==> src/rcpd_defs.vh <==
`ifndef RCPD_DEFS_VH
`define RCPD_DEFS_VH

// register offsets on the host port
`define RCPD_OFS_ITER_HIGH    8'h00
`define RCPD_OFS_ITER_LOW     8'h01
`define RCPD_OFS_REPETITION   8'h02
`define RCPD_OFS_THRESHOLD    8'h03
`define RCPD_OFS_PULSE_TIMING 8'h04
`define RCPD_OFS_PIN_CONTROL  8'h05
`define RCPD_OFS_ALG_OPTION   8'h06
`define RCPD_OFS_COMMAND      8'h10
`define RCPD_OFS_STATUS       8'h11
`define RCPD_OFS_IRQ_ENABLE   8'h12
`define RCPD_OFS_TRANS_ID     8'h13

// reset values
`define RCPD_RST_ALG_OPTION   8'h03
`define RCPD_RST_PIN_CONTROL  8'h44
`define RCPD_RST_ZERO         8'h00

// command codes
`define RCPD_CMD_START        8'h03

// algorithm option byte fields
`define RCPD_ALG_CLK_HALF     2
`define RCPD_ALG_IMM_IRQ      4
`define RCPD_ALG_COMBINED     5
`define RCPD_ALG_STAY_AWAKE   7

// threshold byte fields
`define RCPD_THR_LEVEL        5:0
`define RCPD_THR_SPREAD       6

// status fields
`define RCPD_STS_BUSY         0
`define RCPD_STS_IRQ          1
`define RCPD_STS_GATE         2

// pin configuration codes
`define RCPD_PIN_INPUT        4'h0
`define RCPD_PIN_GATE_LOW     4'h1
`define RCPD_PIN_GATE_HIGH    4'h2
`define RCPD_PIN_MARKER       4'h3
`define RCPD_PIN_DRIVE_LOW    4'h4
`define RCPD_PIN_DRIVE_HIGH   4'h5

// timing
`define RCPD_CLK_MHZ          100
`define RCPD_LEAD_STEP_US     100
`define RCPD_MS_US            1000

`endif

==> src/rcpd_top.v <==
// Summary of operation
// RULE1 - start command launches measurement using the seven loaded parameter bytes
// RULE2 - option bit 2 halves emitter clock and doubles emitter-active time
// RULE3 - host writes ones to option bits 0,1 and zeros to reserved bits
// RULE4 - option bit 4 raises interrupt at once on pin-triggered capture
// RULE5 - option bit 5 captures short and long histograms together
// RULE6 - option bit 7 keeps device out of standby between measurements
// RULE7 - pin control byte: low nibble first pin, high nibble second pin
// RULE8 - code 1: low input abandons measurement, high restarts it
// RULE9 - code 2: high input abandons measurement, low restarts it
// RULE10 - codes 0 input, 3 marker, 4 drive low default, 5 drive high
// RULE11 - pulse timing: 0 no marker, 1 at emitter start, each step 100 us earlier
// RULE12 - marker falls when emitter stops emitting
// RULE13 - threshold bits 5:0 set detection threshold
// RULE14 - threshold bit 6 enables spread spectrum mode
// RULE15 - repetition byte is period in ms, zero means single measurement
// RULE16 - period shorter than ranging time repeats as fast as possible
// RULE17 - iteration count high and low bytes, low step 1k, high step 256k
// RULE18 - completion asserts interrupt if enabled and updates transaction id
// RULE19 - host writes all parameter bytes before the command byte
//
// Implementation choices: the address map and the address-and-strobe port.
`timescale 1ns/10ps
`include "rcpd_defs.vh"

module rcpd_top #(
   parameter LEAD_STEP_CYCLES  = `RCPD_LEAD_STEP_US * `RCPD_CLK_MHZ,
   parameter MS_CYCLES         = `RCPD_MS_US * `RCPD_CLK_MHZ,
   parameter EMIT_KITER_CYCLES = 64,
   parameter NUM_PINS          = 2
) (
   // clock and reset
   input  wire                clock,
   input  wire                sys_rst,
   // register port
   input  wire [7:0]          reg_addr,
   input  wire [7:0]          reg_wdata,
   input  wire                reg_write,
   input  wire                reg_read,
   output reg  [7:0]          reg_rdata,
   // general pins, index 0 first pin, index 1 second pin
   input  wire [NUM_PINS-1:0] general_pin_in,
   output reg  [NUM_PINS-1:0] general_pin_out,
   output reg  [NUM_PINS-1:0] general_pin_oe,
   // measurement engine controls
   output reg                 emitter_on,
   output reg                 emitter_clock_halving,
   output reg                 combined_histogram,
   output reg                 standby,
   output reg  [5:0]          detect_threshold,
   output reg                 spread_spectrum,
   output reg                 measurement_busy,
   // host interrupt and transaction id
   output reg                 measurement_irq,
   output reg  [7:0]          transaction_id
);

   // sequencer states, plain binary codes
   localparam [2:0] ST_IDLE = 3'h0;
   localparam [2:0] ST_LEAD = 3'h1;
   localparam [2:0] ST_EMIT = 3'h2;
   localparam [2:0] ST_WAIT = 3'h3;
   localparam [2:0] ST_HOLD = 3'h4;
   localparam [2:0] ST_ARM  = 3'h5;

   // host-loaded parameter bytes
   reg  [7:0]  iter_high_reg;
   reg  [7:0]  iter_low_reg;
   reg  [7:0]  repetition_reg;
   reg  [7:0]  threshold_reg;
   reg  [7:0]  pulse_timing_reg;
   reg  [7:0]  pin_control_reg;
   reg  [7:0]  alg_option_reg;
   reg  [7:0]  command_reg;
   reg         irq_enable_reg;
   reg         irq_pending_reg;
   reg  [7:0]  tid_reg;

   // snapshot taken at the start command
   reg  [7:0]  act_iter_high_reg;
   reg  [7:0]  act_iter_low_reg;
   reg  [7:0]  act_repetition_reg;
   reg  [7:0]  act_threshold_reg;
   reg  [7:0]  act_pulse_reg;
   reg  [7:0]  act_pin_reg;
   reg  [7:0]  act_option_reg;

   // measurement sequencer
   reg  [2:0]  state_reg;
   reg  [2:0]  state_next;
   reg  [31:0] count_reg;
   reg  [31:0] count_next;
   reg  [31:0] ms_pre_reg;
   reg  [7:0]  ms_elapsed_reg;
   reg         restart_ms;
   reg         done_pulse;
   reg         pin_event_pulse;

   // strobe decodes shared by the sequencer and the register file
   wire        wr_cmd   = reg_write && (reg_addr == `RCPD_OFS_COMMAND);
   wire        start_wr = wr_cmd && (reg_wdata == `RCPD_CMD_START);
   wire        clr_irq  = reg_write && (reg_addr == `RCPD_OFS_STATUS)
                          && reg_wdata[`RCPD_STS_IRQ];

   // per-pin synchroniser, gate detection and output drive
   wire [NUM_PINS-1:0] gate_vec;
   wire [NUM_PINS-1:0] drv_out;
   wire [NUM_PINS-1:0] drv_oe;
   wire                marker_on;

   genvar g;
   generate
      for (g = 0; g < NUM_PINS; g = g + 1) begin : pin_gen
         reg        sync1_reg;
         reg        sync2_reg;
         reg        sync3_reg;
         reg        level_reg;
         wire [3:0] code = act_pin_reg[4*g+3:4*g]; // RULE7
         // three stages; first one feeds only the second
         always @(posedge clock) begin
            if (sys_rst) begin
               sync1_reg <= 1'b1;
               sync2_reg <= 1'b1;
               sync3_reg <= 1'b1;
               level_reg <= 1'b1;
            end else begin
               sync1_reg <= general_pin_in[g];
               sync2_reg <= sync1_reg;
               sync3_reg <= sync2_reg;
               if (sync2_reg == sync3_reg) begin
                  level_reg <= sync3_reg;
               end
            end
         end
         // gating inputs hold off collection while active
         assign gate_vec[g] = ((code == `RCPD_PIN_GATE_LOW) && !level_reg) // RULE8
                            || ((code == `RCPD_PIN_GATE_HIGH) && level_reg); // RULE9
         // reserved codes fall back to a plain input, safer than driving
         assign drv_oe[g]  = (code == `RCPD_PIN_MARKER) || (code == `RCPD_PIN_DRIVE_LOW)
                             || (code == `RCPD_PIN_DRIVE_HIGH); // RULE10
         assign drv_out[g] = ((code == `RCPD_PIN_MARKER) && marker_on)
                             || (code == `RCPD_PIN_DRIVE_HIGH); // RULE10
      end
   endgenerate

   // any gating pin holds off the whole measurement, not just its own
   wire gate_any = |gate_vec;

   // emitter time: iterations in thousands times cycles per thousand
   wire [15:0] kiter     = {act_iter_high_reg, act_iter_low_reg}; // RULE17
   wire [63:0] emit_prod = kiter * EMIT_KITER_CYCLES;
   wire [31:0] emit_base = emit_prod[31:0];
   wire [31:0] emit_len  = act_option_reg[`RCPD_ALG_CLK_HALF] ?
                           {emit_base[30:0], 1'b0} : emit_base; // RULE2

   // lead of marker before emitter; code 1 has none
   wire [7:0]  lead_steps = (act_pulse_reg > 8'h01) ? (act_pulse_reg - 8'h01) : 8'h00;
   wire [63:0] lead_prod  = lead_steps * LEAD_STEP_CYCLES; // RULE11
   wire [31:0] lead_len   = lead_prod[31:0];

   // marker high during lead and emission, unless timing byte is zero;
   // a gate drops it in the same cycle as the emitter, not one later
   assign marker_on = (act_pulse_reg != 8'h00)
                      && ((state_reg == ST_LEAD) || (state_reg == ST_EMIT)) // RULE11
                      && !gate_any; // RULE12

   // sequencer next state
   always @* begin
      state_next      = state_reg;
      count_next      = count_reg;
      restart_ms      = 1'b0;
      done_pulse      = 1'b0;
      pin_event_pulse = 1'b0;
      case (state_reg)
         ST_IDLE: begin
            if (start_wr) begin
               state_next = ST_ARM;
            end
         end
         ST_ARM: begin
            restart_ms = 1'b1; // RULE1
            if (gate_any) begin
               state_next = ST_HOLD;
            end else if (lead_len != 32'h0000_0000) begin
               state_next = ST_LEAD;
               count_next = lead_len;
            end else begin
               state_next = ST_EMIT;
               count_next = emit_len;
            end
         end
         ST_LEAD: begin
            if (gate_any) begin
               state_next = ST_HOLD; // RULE8
            end else if (count_reg <= 32'h0000_0001) begin
               state_next = ST_EMIT;
               count_next = emit_len;
            end else begin
               count_next = count_reg - 32'h0000_0001;
            end
         end
         ST_EMIT: begin
            if (gate_any) begin
               state_next = ST_HOLD; // RULE9
            end else if (count_reg <= 32'h0000_0001) begin
               done_pulse = 1'b1; // RULE12
               if (act_repetition_reg == 8'h00) begin
                  state_next = ST_IDLE; // RULE15
               end else if (ms_elapsed_reg >= act_repetition_reg) begin
                  state_next = ST_ARM; // RULE16
               end else begin
                  state_next = ST_WAIT;
               end
            end else begin
               count_next = count_reg - 32'h0000_0001;
            end
         end
         ST_WAIT: begin
            if (gate_any) begin
               state_next = ST_HOLD;
            end else if (ms_elapsed_reg >= act_repetition_reg) begin
               state_next = ST_ARM; // RULE15
            end
         end
         ST_HOLD: begin
            if (!gate_any) begin
               state_next      = ST_ARM; // RULE8
               pin_event_pulse = 1'b1;
            end
         end
         default: begin
            state_next = ST_IDLE;
         end
      endcase
      // a new start command overrides any running sequence
      if (start_wr && (state_reg != ST_IDLE)) begin
         state_next = ST_ARM;
      end
   end

   // sequencer registers and elapsed-time counter
   always @(posedge clock) begin
      if (sys_rst) begin
         state_reg      <= ST_IDLE;
         count_reg      <= 32'h0000_0000;
         ms_pre_reg     <= 32'h0000_0000;
         ms_elapsed_reg <= 8'h00;
      end else begin
         state_reg <= state_next;
         count_reg <= count_next;
         if (restart_ms) begin
            ms_pre_reg     <= 32'h0000_0000;
            ms_elapsed_reg <= 8'h00;
         end else if (ms_pre_reg >= MS_CYCLES - 1) begin
            ms_pre_reg <= 32'h0000_0000;
            if (ms_elapsed_reg != 8'hFF) begin
               ms_elapsed_reg <= ms_elapsed_reg + 8'h01; // saturates, period fits 8 bits
            end
         end else begin
            ms_pre_reg <= ms_pre_reg + 32'h0000_0001;
         end
      end
   end

   // register writes, snapshot on start, interrupt and transaction id
   always @(posedge clock) begin
      if (sys_rst) begin
         iter_high_reg      <= `RCPD_RST_ZERO;
         iter_low_reg       <= `RCPD_RST_ZERO;
         repetition_reg     <= `RCPD_RST_ZERO;
         threshold_reg      <= `RCPD_RST_ZERO;
         pulse_timing_reg   <= `RCPD_RST_ZERO;
         pin_control_reg    <= `RCPD_RST_PIN_CONTROL;
         alg_option_reg     <= `RCPD_RST_ALG_OPTION;
         command_reg        <= `RCPD_RST_ZERO;
         irq_enable_reg     <= 1'b0;
         irq_pending_reg    <= 1'b0;
         tid_reg            <= `RCPD_RST_ZERO;
         act_iter_high_reg  <= `RCPD_RST_ZERO;
         act_iter_low_reg   <= `RCPD_RST_ZERO;
         act_repetition_reg <= `RCPD_RST_ZERO;
         act_threshold_reg  <= `RCPD_RST_ZERO;
         act_pulse_reg      <= `RCPD_RST_ZERO;
         act_pin_reg        <= `RCPD_RST_PIN_CONTROL;
         act_option_reg     <= `RCPD_RST_ALG_OPTION;
      end else begin
         if (reg_write) begin
            case (reg_addr)
               `RCPD_OFS_ITER_HIGH:    iter_high_reg    <= reg_wdata;
               `RCPD_OFS_ITER_LOW:     iter_low_reg     <= reg_wdata;
               `RCPD_OFS_REPETITION:   repetition_reg   <= reg_wdata;
               `RCPD_OFS_THRESHOLD:    threshold_reg    <= reg_wdata;
               `RCPD_OFS_PULSE_TIMING: pulse_timing_reg <= reg_wdata;
               `RCPD_OFS_PIN_CONTROL:  pin_control_reg  <= reg_wdata;
               `RCPD_OFS_ALG_OPTION:   alg_option_reg   <= reg_wdata; // RULE3
               `RCPD_OFS_COMMAND:      command_reg      <= reg_wdata;
               `RCPD_OFS_IRQ_ENABLE:   irq_enable_reg   <= reg_wdata[0];
               default: begin
               end
            endcase
         end
         // bytes are taken whole at the command; host loads them first
         if (start_wr) begin
            act_iter_high_reg  <= iter_high_reg; // RULE19
            act_iter_low_reg   <= iter_low_reg;
            act_repetition_reg <= repetition_reg;
            act_threshold_reg  <= threshold_reg;
            act_pulse_reg      <= pulse_timing_reg;
            act_pin_reg        <= pin_control_reg;
            act_option_reg     <= alg_option_reg; // RULE1
         end
         // set beats a clear landing in the same cycle
         if (done_pulse || (pin_event_pulse && act_option_reg[`RCPD_ALG_IMM_IRQ])) begin
            irq_pending_reg <= 1'b1; // RULE4
         end else if (clr_irq) begin
            irq_pending_reg <= 1'b0;
         end
         if (done_pulse) begin
            tid_reg <= tid_reg + 8'h01; // RULE18
         end
      end
   end

   // registered outputs
   always @(posedge clock) begin
      if (sys_rst) begin
         reg_rdata             <= 8'h00;
         general_pin_out       <= {NUM_PINS{1'b0}};
         general_pin_oe        <= {NUM_PINS{1'b1}};
         emitter_on            <= 1'b0;
         emitter_clock_halving <= 1'b0;
         combined_histogram    <= 1'b0;
         standby               <= 1'b1;
         detect_threshold      <= 6'h00;
         spread_spectrum       <= 1'b0;
         measurement_busy      <= 1'b0;
         measurement_irq       <= 1'b0;
         transaction_id        <= 8'h00;
      end else begin
         general_pin_out       <= drv_out;
         general_pin_oe        <= drv_oe;
         emitter_on            <= (state_reg == ST_EMIT) && !gate_any; // RULE12
         emitter_clock_halving <= act_option_reg[`RCPD_ALG_CLK_HALF]; // RULE2
         combined_histogram    <= act_option_reg[`RCPD_ALG_COMBINED]; // RULE5
         // standby only between measurements, unless told to stay awake
         standby               <= ((state_reg == ST_IDLE) || (state_reg == ST_WAIT))
                                  && !act_option_reg[`RCPD_ALG_STAY_AWAKE]; // RULE6
         detect_threshold      <= act_threshold_reg[`RCPD_THR_LEVEL]; // RULE13
         spread_spectrum       <= act_threshold_reg[`RCPD_THR_SPREAD]; // RULE14
         measurement_busy      <= (state_reg != ST_IDLE);
         measurement_irq       <= irq_pending_reg && irq_enable_reg; // RULE18
         transaction_id        <= tid_reg;
         // read data valid only in the cycle after the strobe
         if (reg_read) begin
            case (reg_addr)
               `RCPD_OFS_ITER_HIGH:    reg_rdata <= iter_high_reg;
               `RCPD_OFS_ITER_LOW:     reg_rdata <= iter_low_reg;
               `RCPD_OFS_REPETITION:   reg_rdata <= repetition_reg;
               `RCPD_OFS_THRESHOLD:    reg_rdata <= threshold_reg;
               `RCPD_OFS_PULSE_TIMING: reg_rdata <= pulse_timing_reg;
               `RCPD_OFS_PIN_CONTROL:  reg_rdata <= pin_control_reg;
               `RCPD_OFS_ALG_OPTION:   reg_rdata <= alg_option_reg;
               `RCPD_OFS_COMMAND:      reg_rdata <= command_reg;
               `RCPD_OFS_STATUS:       reg_rdata <= {5'h00, gate_any, irq_pending_reg,
                                                     (state_reg != ST_IDLE)};
               `RCPD_OFS_IRQ_ENABLE:   reg_rdata <= {7'h00, irq_enable_reg};
               `RCPD_OFS_TRANS_ID:     reg_rdata <= tid_reg;
               default:                reg_rdata <= 8'h00;
            endcase
         end else begin
            reg_rdata <= 8'h00;
         end
      end
   end

endmodule

==> config.mk <==
export PLATFORM = sky130hd
export DESIGN_NAME = rcpd_top
export DESIGN_NICKNAME = d
export VERILOG_FILES = /design/src/rcpd_top.v
export VERILOG_INCLUDE_DIRS = /design/src
export SDC_FILE = /design/constraint.sdc
export NUM_CORES = 1
export LEC_CHECK = 0
export BUFFER_PORTS_ARGS = -buffer_cell sky130_fd_sc_hd__buf_2
export CORE_ASPECT_RATIO = 0.5
export CORE_MARGIN = 3
export CORE_UTILIZATION = 30
export DETAILED_ROUTE_END_ITERATION = 8
export GPL_TIMING_DRIVEN = 0
export PLACE_DENSITY = 0.51
export SYNTH_ARGS = -nofsm -noshare
export SYNTH_HDL_FRONTEND = slang
export SYNTH_SLANG_ARGS = --single-unit
==> constraint.sdc <==
create_clock -name clock -period 14.5 [get_ports clock]
set_input_delay 0.725 -clock clock [delete_from_list [all_inputs] [get_ports clock]]
set_output_delay 0.725 -clock clock [all_outputs]
set_load 0.1 [all_outputs]
==> summary.txt <==
Synth
  • Mapped Area: 11830 µm²
  • Post-synth EDFFs: 0
  • Synth unique cells: 76
  • Synth Instances: 1416
  • Post-synthesis register bit count: 241
  • Warnings from Yosys: 0
  • Register area share after synthesis: 40.80%
  • Top_reg_cell synth: dfxtp_1
  • Post-synthesis async set-or-reset flop share: 0%
  • Post-Synthesis Mean Instance Area: 8.351 µm²

Final layout
  • Layout Cells excl Fill: 2040
  • Area grow syn2layout: 14.62%
  • Share of cells above drive strength 1: 9.211%
  • Commonest cells after routing, fill and taps aside: dfxtp_1 (241), nand2_1 (218), a21oi_1 (149), nor2_1 (124), clkbuf_1 (71)
  • NumNets Final: 1594
  • Commonest non-fill, non-tap cell in the layout: dfxtp_1
  • N_diodes: 0

Setup path
  • Critical-path top delay cell: a2111oi_0
  • Crit end category: flop
  • Critical path cell sequence: inv_1, ha_1, o211a_1, a21oi_1, inv_1, ha_1, ha_1, fa_1, fa_1, ha_1, a211oi_1, nor4b_1, a2111oi_0, nor2b_1, nand4_1, o41ai_2, buf_6, a21oi_1, nor3_1
  • Critical Path RT: 14.97 ns
  • Crit path max fanout: 10
  • R2R depth: 19
  • Worst Path Arrival: 7.26 ns
  • Worst setup SP type: flop
  • Reg2Reg Setup Slack: 7.71 ns
  • Most used cell, CP: ha_1
  • Critical Path Max Stage Delay: 0.84 ns
  • Setup Crit Path Kind: reg -> reg

Drt
  • Initial DRC Count: 952
  • Vias: 10.27k
  • Final antenna-violating net count: 0
  • Routed length per instance: 17.55 µm
  • Via density per instance: 5.035
  • Drt drc: 0
  • Detailed-route wire length: 35.81 mm
  • DR pass1 iterations: 5

Power
  • Max rail drop VDD: 95.30 µV
  • Leak: 5.069 nW
  • Power Density: 147.0 nW/µm²

GRT
  • Tot GR Track Use: 16.68%
  • Initial antenna violation count: 0
  • Vias in the first global route: 9495
  • Grt ovf: 0
  • First-pass GRT wire length: 55.52 mm
  • Largest net degree at the start of global routing: 15

Placement
  • IO buf count: 46
  • Pre-CTS setup slack: 7.573 ns
  • GPL Wtd Cong: 0.9050
  • # placed instances: 1997
  • Post-DP HPWL: 26.35 mm

Timing
  • Min cycle time layout: 6.790 ns
  • Tcrit/Tclk final: 46.83%
  • Final setup TNS: 0 ns
  • Final setup violation count: 0
  • Setup ws final: 7.710 ns
  • Least-Margin Pin Slew: 1.185 ns
  • Skew final: 0.009761 ns
  • Final hold violation count: 0
  • Final Max Slew Viols: 0
  • RSZ-0062 raised after global routing: no
  • Relative slew slack: 20.69%
  • Fmax: 0.1473 GHz

CTS
  • Postcts setup bufs: 0
  • CTS tree: yes
  • Clock Path Buffers: 3
  • Clock Pin Slew Worst Setup and Hold Paths: 0.07 ns
  • CTS Root Buffer Type: clkbuf_16
  • Num Clock Sinks: 241
  • Hold-fix buffers, CTS: 0
  • H-Tree Depth: 1
  • Resized cells post-CTS: 0
  • Total clock buffers created by CTS: 25
  • Worst skew pair latency: 0.55 ns

Floorplanning
  • Die H: 146.4 µm
  • Core area: 38100 µm²
  • Row count: 50
  • Die footprint: 41980 µm²
  • Chip width: 286.8 µm
  • Ports: 55
  • Initial Util: 31.04%

Status
  • Outcome: finished clean

Job
  • Max cap viols: 0

Worst hold path
  • Worst Hold Depth: 2
  • Hold WC Path Type: in -> reg
-- power by group --
part / switching [W] / internal [W] / total [W]
logic: 0.000397 / 0.000219 / 0.000616
registers: 0.0000403 / 0.000707 / 0.000747
clock network: 0.000281 / 0.000349 / 0.000630
-- worst paths after layout --
check,from,to
max,act_pulse_reg[0],count_reg[12]
min,general_pin_in[0],pin_gen[0].sync1_reg
max reg2reg,act_pulse_reg[0],count_reg[12]
min reg2reg,pin_gen[1].sync1_reg,pin_gen[1].sync2_reg
-- cell families (layout without fill, tap and decap cells) --
group           Yosys count  in the layout  share of synthesized area, %
mux                      38             38                         3.682
fa+ha+maj                68             68                         7.957
buf+inv                 134            224                         4.634
flops                   241            241                         40.80
xor+xnor                 60             60                         4.444
other cells               1             15                       0.03171
compound gates          303            303                         15.64
simple gates            571            571                         22.81
-- worst max-delay path, delay by kind of cell, from the launching register on --
kind                     cells  cell delay [ns]
AND/OR/NAND/NOR              4             0.82
flip-flops                   1             0.41
AO/OA/AOI/OAI                6             2.73
buffers and inverters        3             0.54
adder cells (fa/ha/maj)      6             2.21
-- cell type report --
| class | instances | area (µm²) |
|---|---|---|
| Inverter | 56 | 210.2 |
| Multi-Input combinational cell | 1055 | 6510 |
| Timing Repair Buffer | 47 | 237.7 |
| Fill cell | 4039 | 24540 |
| Clock buffer | 33 | 675.6 |
| Tap cell | 520 | 650.6 |
| Clock inverter | 10 | 107.6 |
| Buffer | 78 | 337.8 |
| Sequential cell | 241 | 4825 |
-- synthesized netlist by cell type, drive strengths merged (12+ instances only) --
library cell    n  area (µm²)
mux2           14       157.7
nor2b          26       162.7
nand3          64       330.3
nor2          124       465.5
nand2b         14       87.58
a21oi         149       745.7
nand2         218       818.3
clkbuf         67       254.0
dfxtp         241        4825
fa             12       240.2
or3            13       88.83
a22oi          26       195.2
ha             56       700.7
inv            55       206.5
mux2i          21       210.2
xor2           34       297.8
nor4           22       152.7
nor3           32       160.2
xnor2          26       227.7
o21ai          37       185.2
-- routing by layer --
| metal | track usage, % | part of all wire (%) | vias to the layer above |
|---|---|---|---|
| met1 | 24.21 | 49 | 4848 |
| li1 | - | - | 5105 |
| met5 | 0 | 0 | - |
| met2 | 26.00 | 44 | 269 |
| met4 | 3.608 | 1.9 | 0 |
| met3 | 2.668 | 5.5 | 50 |
-- stage by stage --
step	cell area (µm²)	hold WS [ns]	utilization, %	power, W
CTS	13550	0.3360	35.58	0.002000
finish	13550	0.3599	35.58	0.001992
global route	13550	0.3499	35.58	0.002095
floorplan	11880	0.3895	-	0.001217
detailed placement	12770	0.3957	33.52	0.001365
global placement	12760	0.3913	33.49	0.001369
Power figures use the tool's default switching activity.
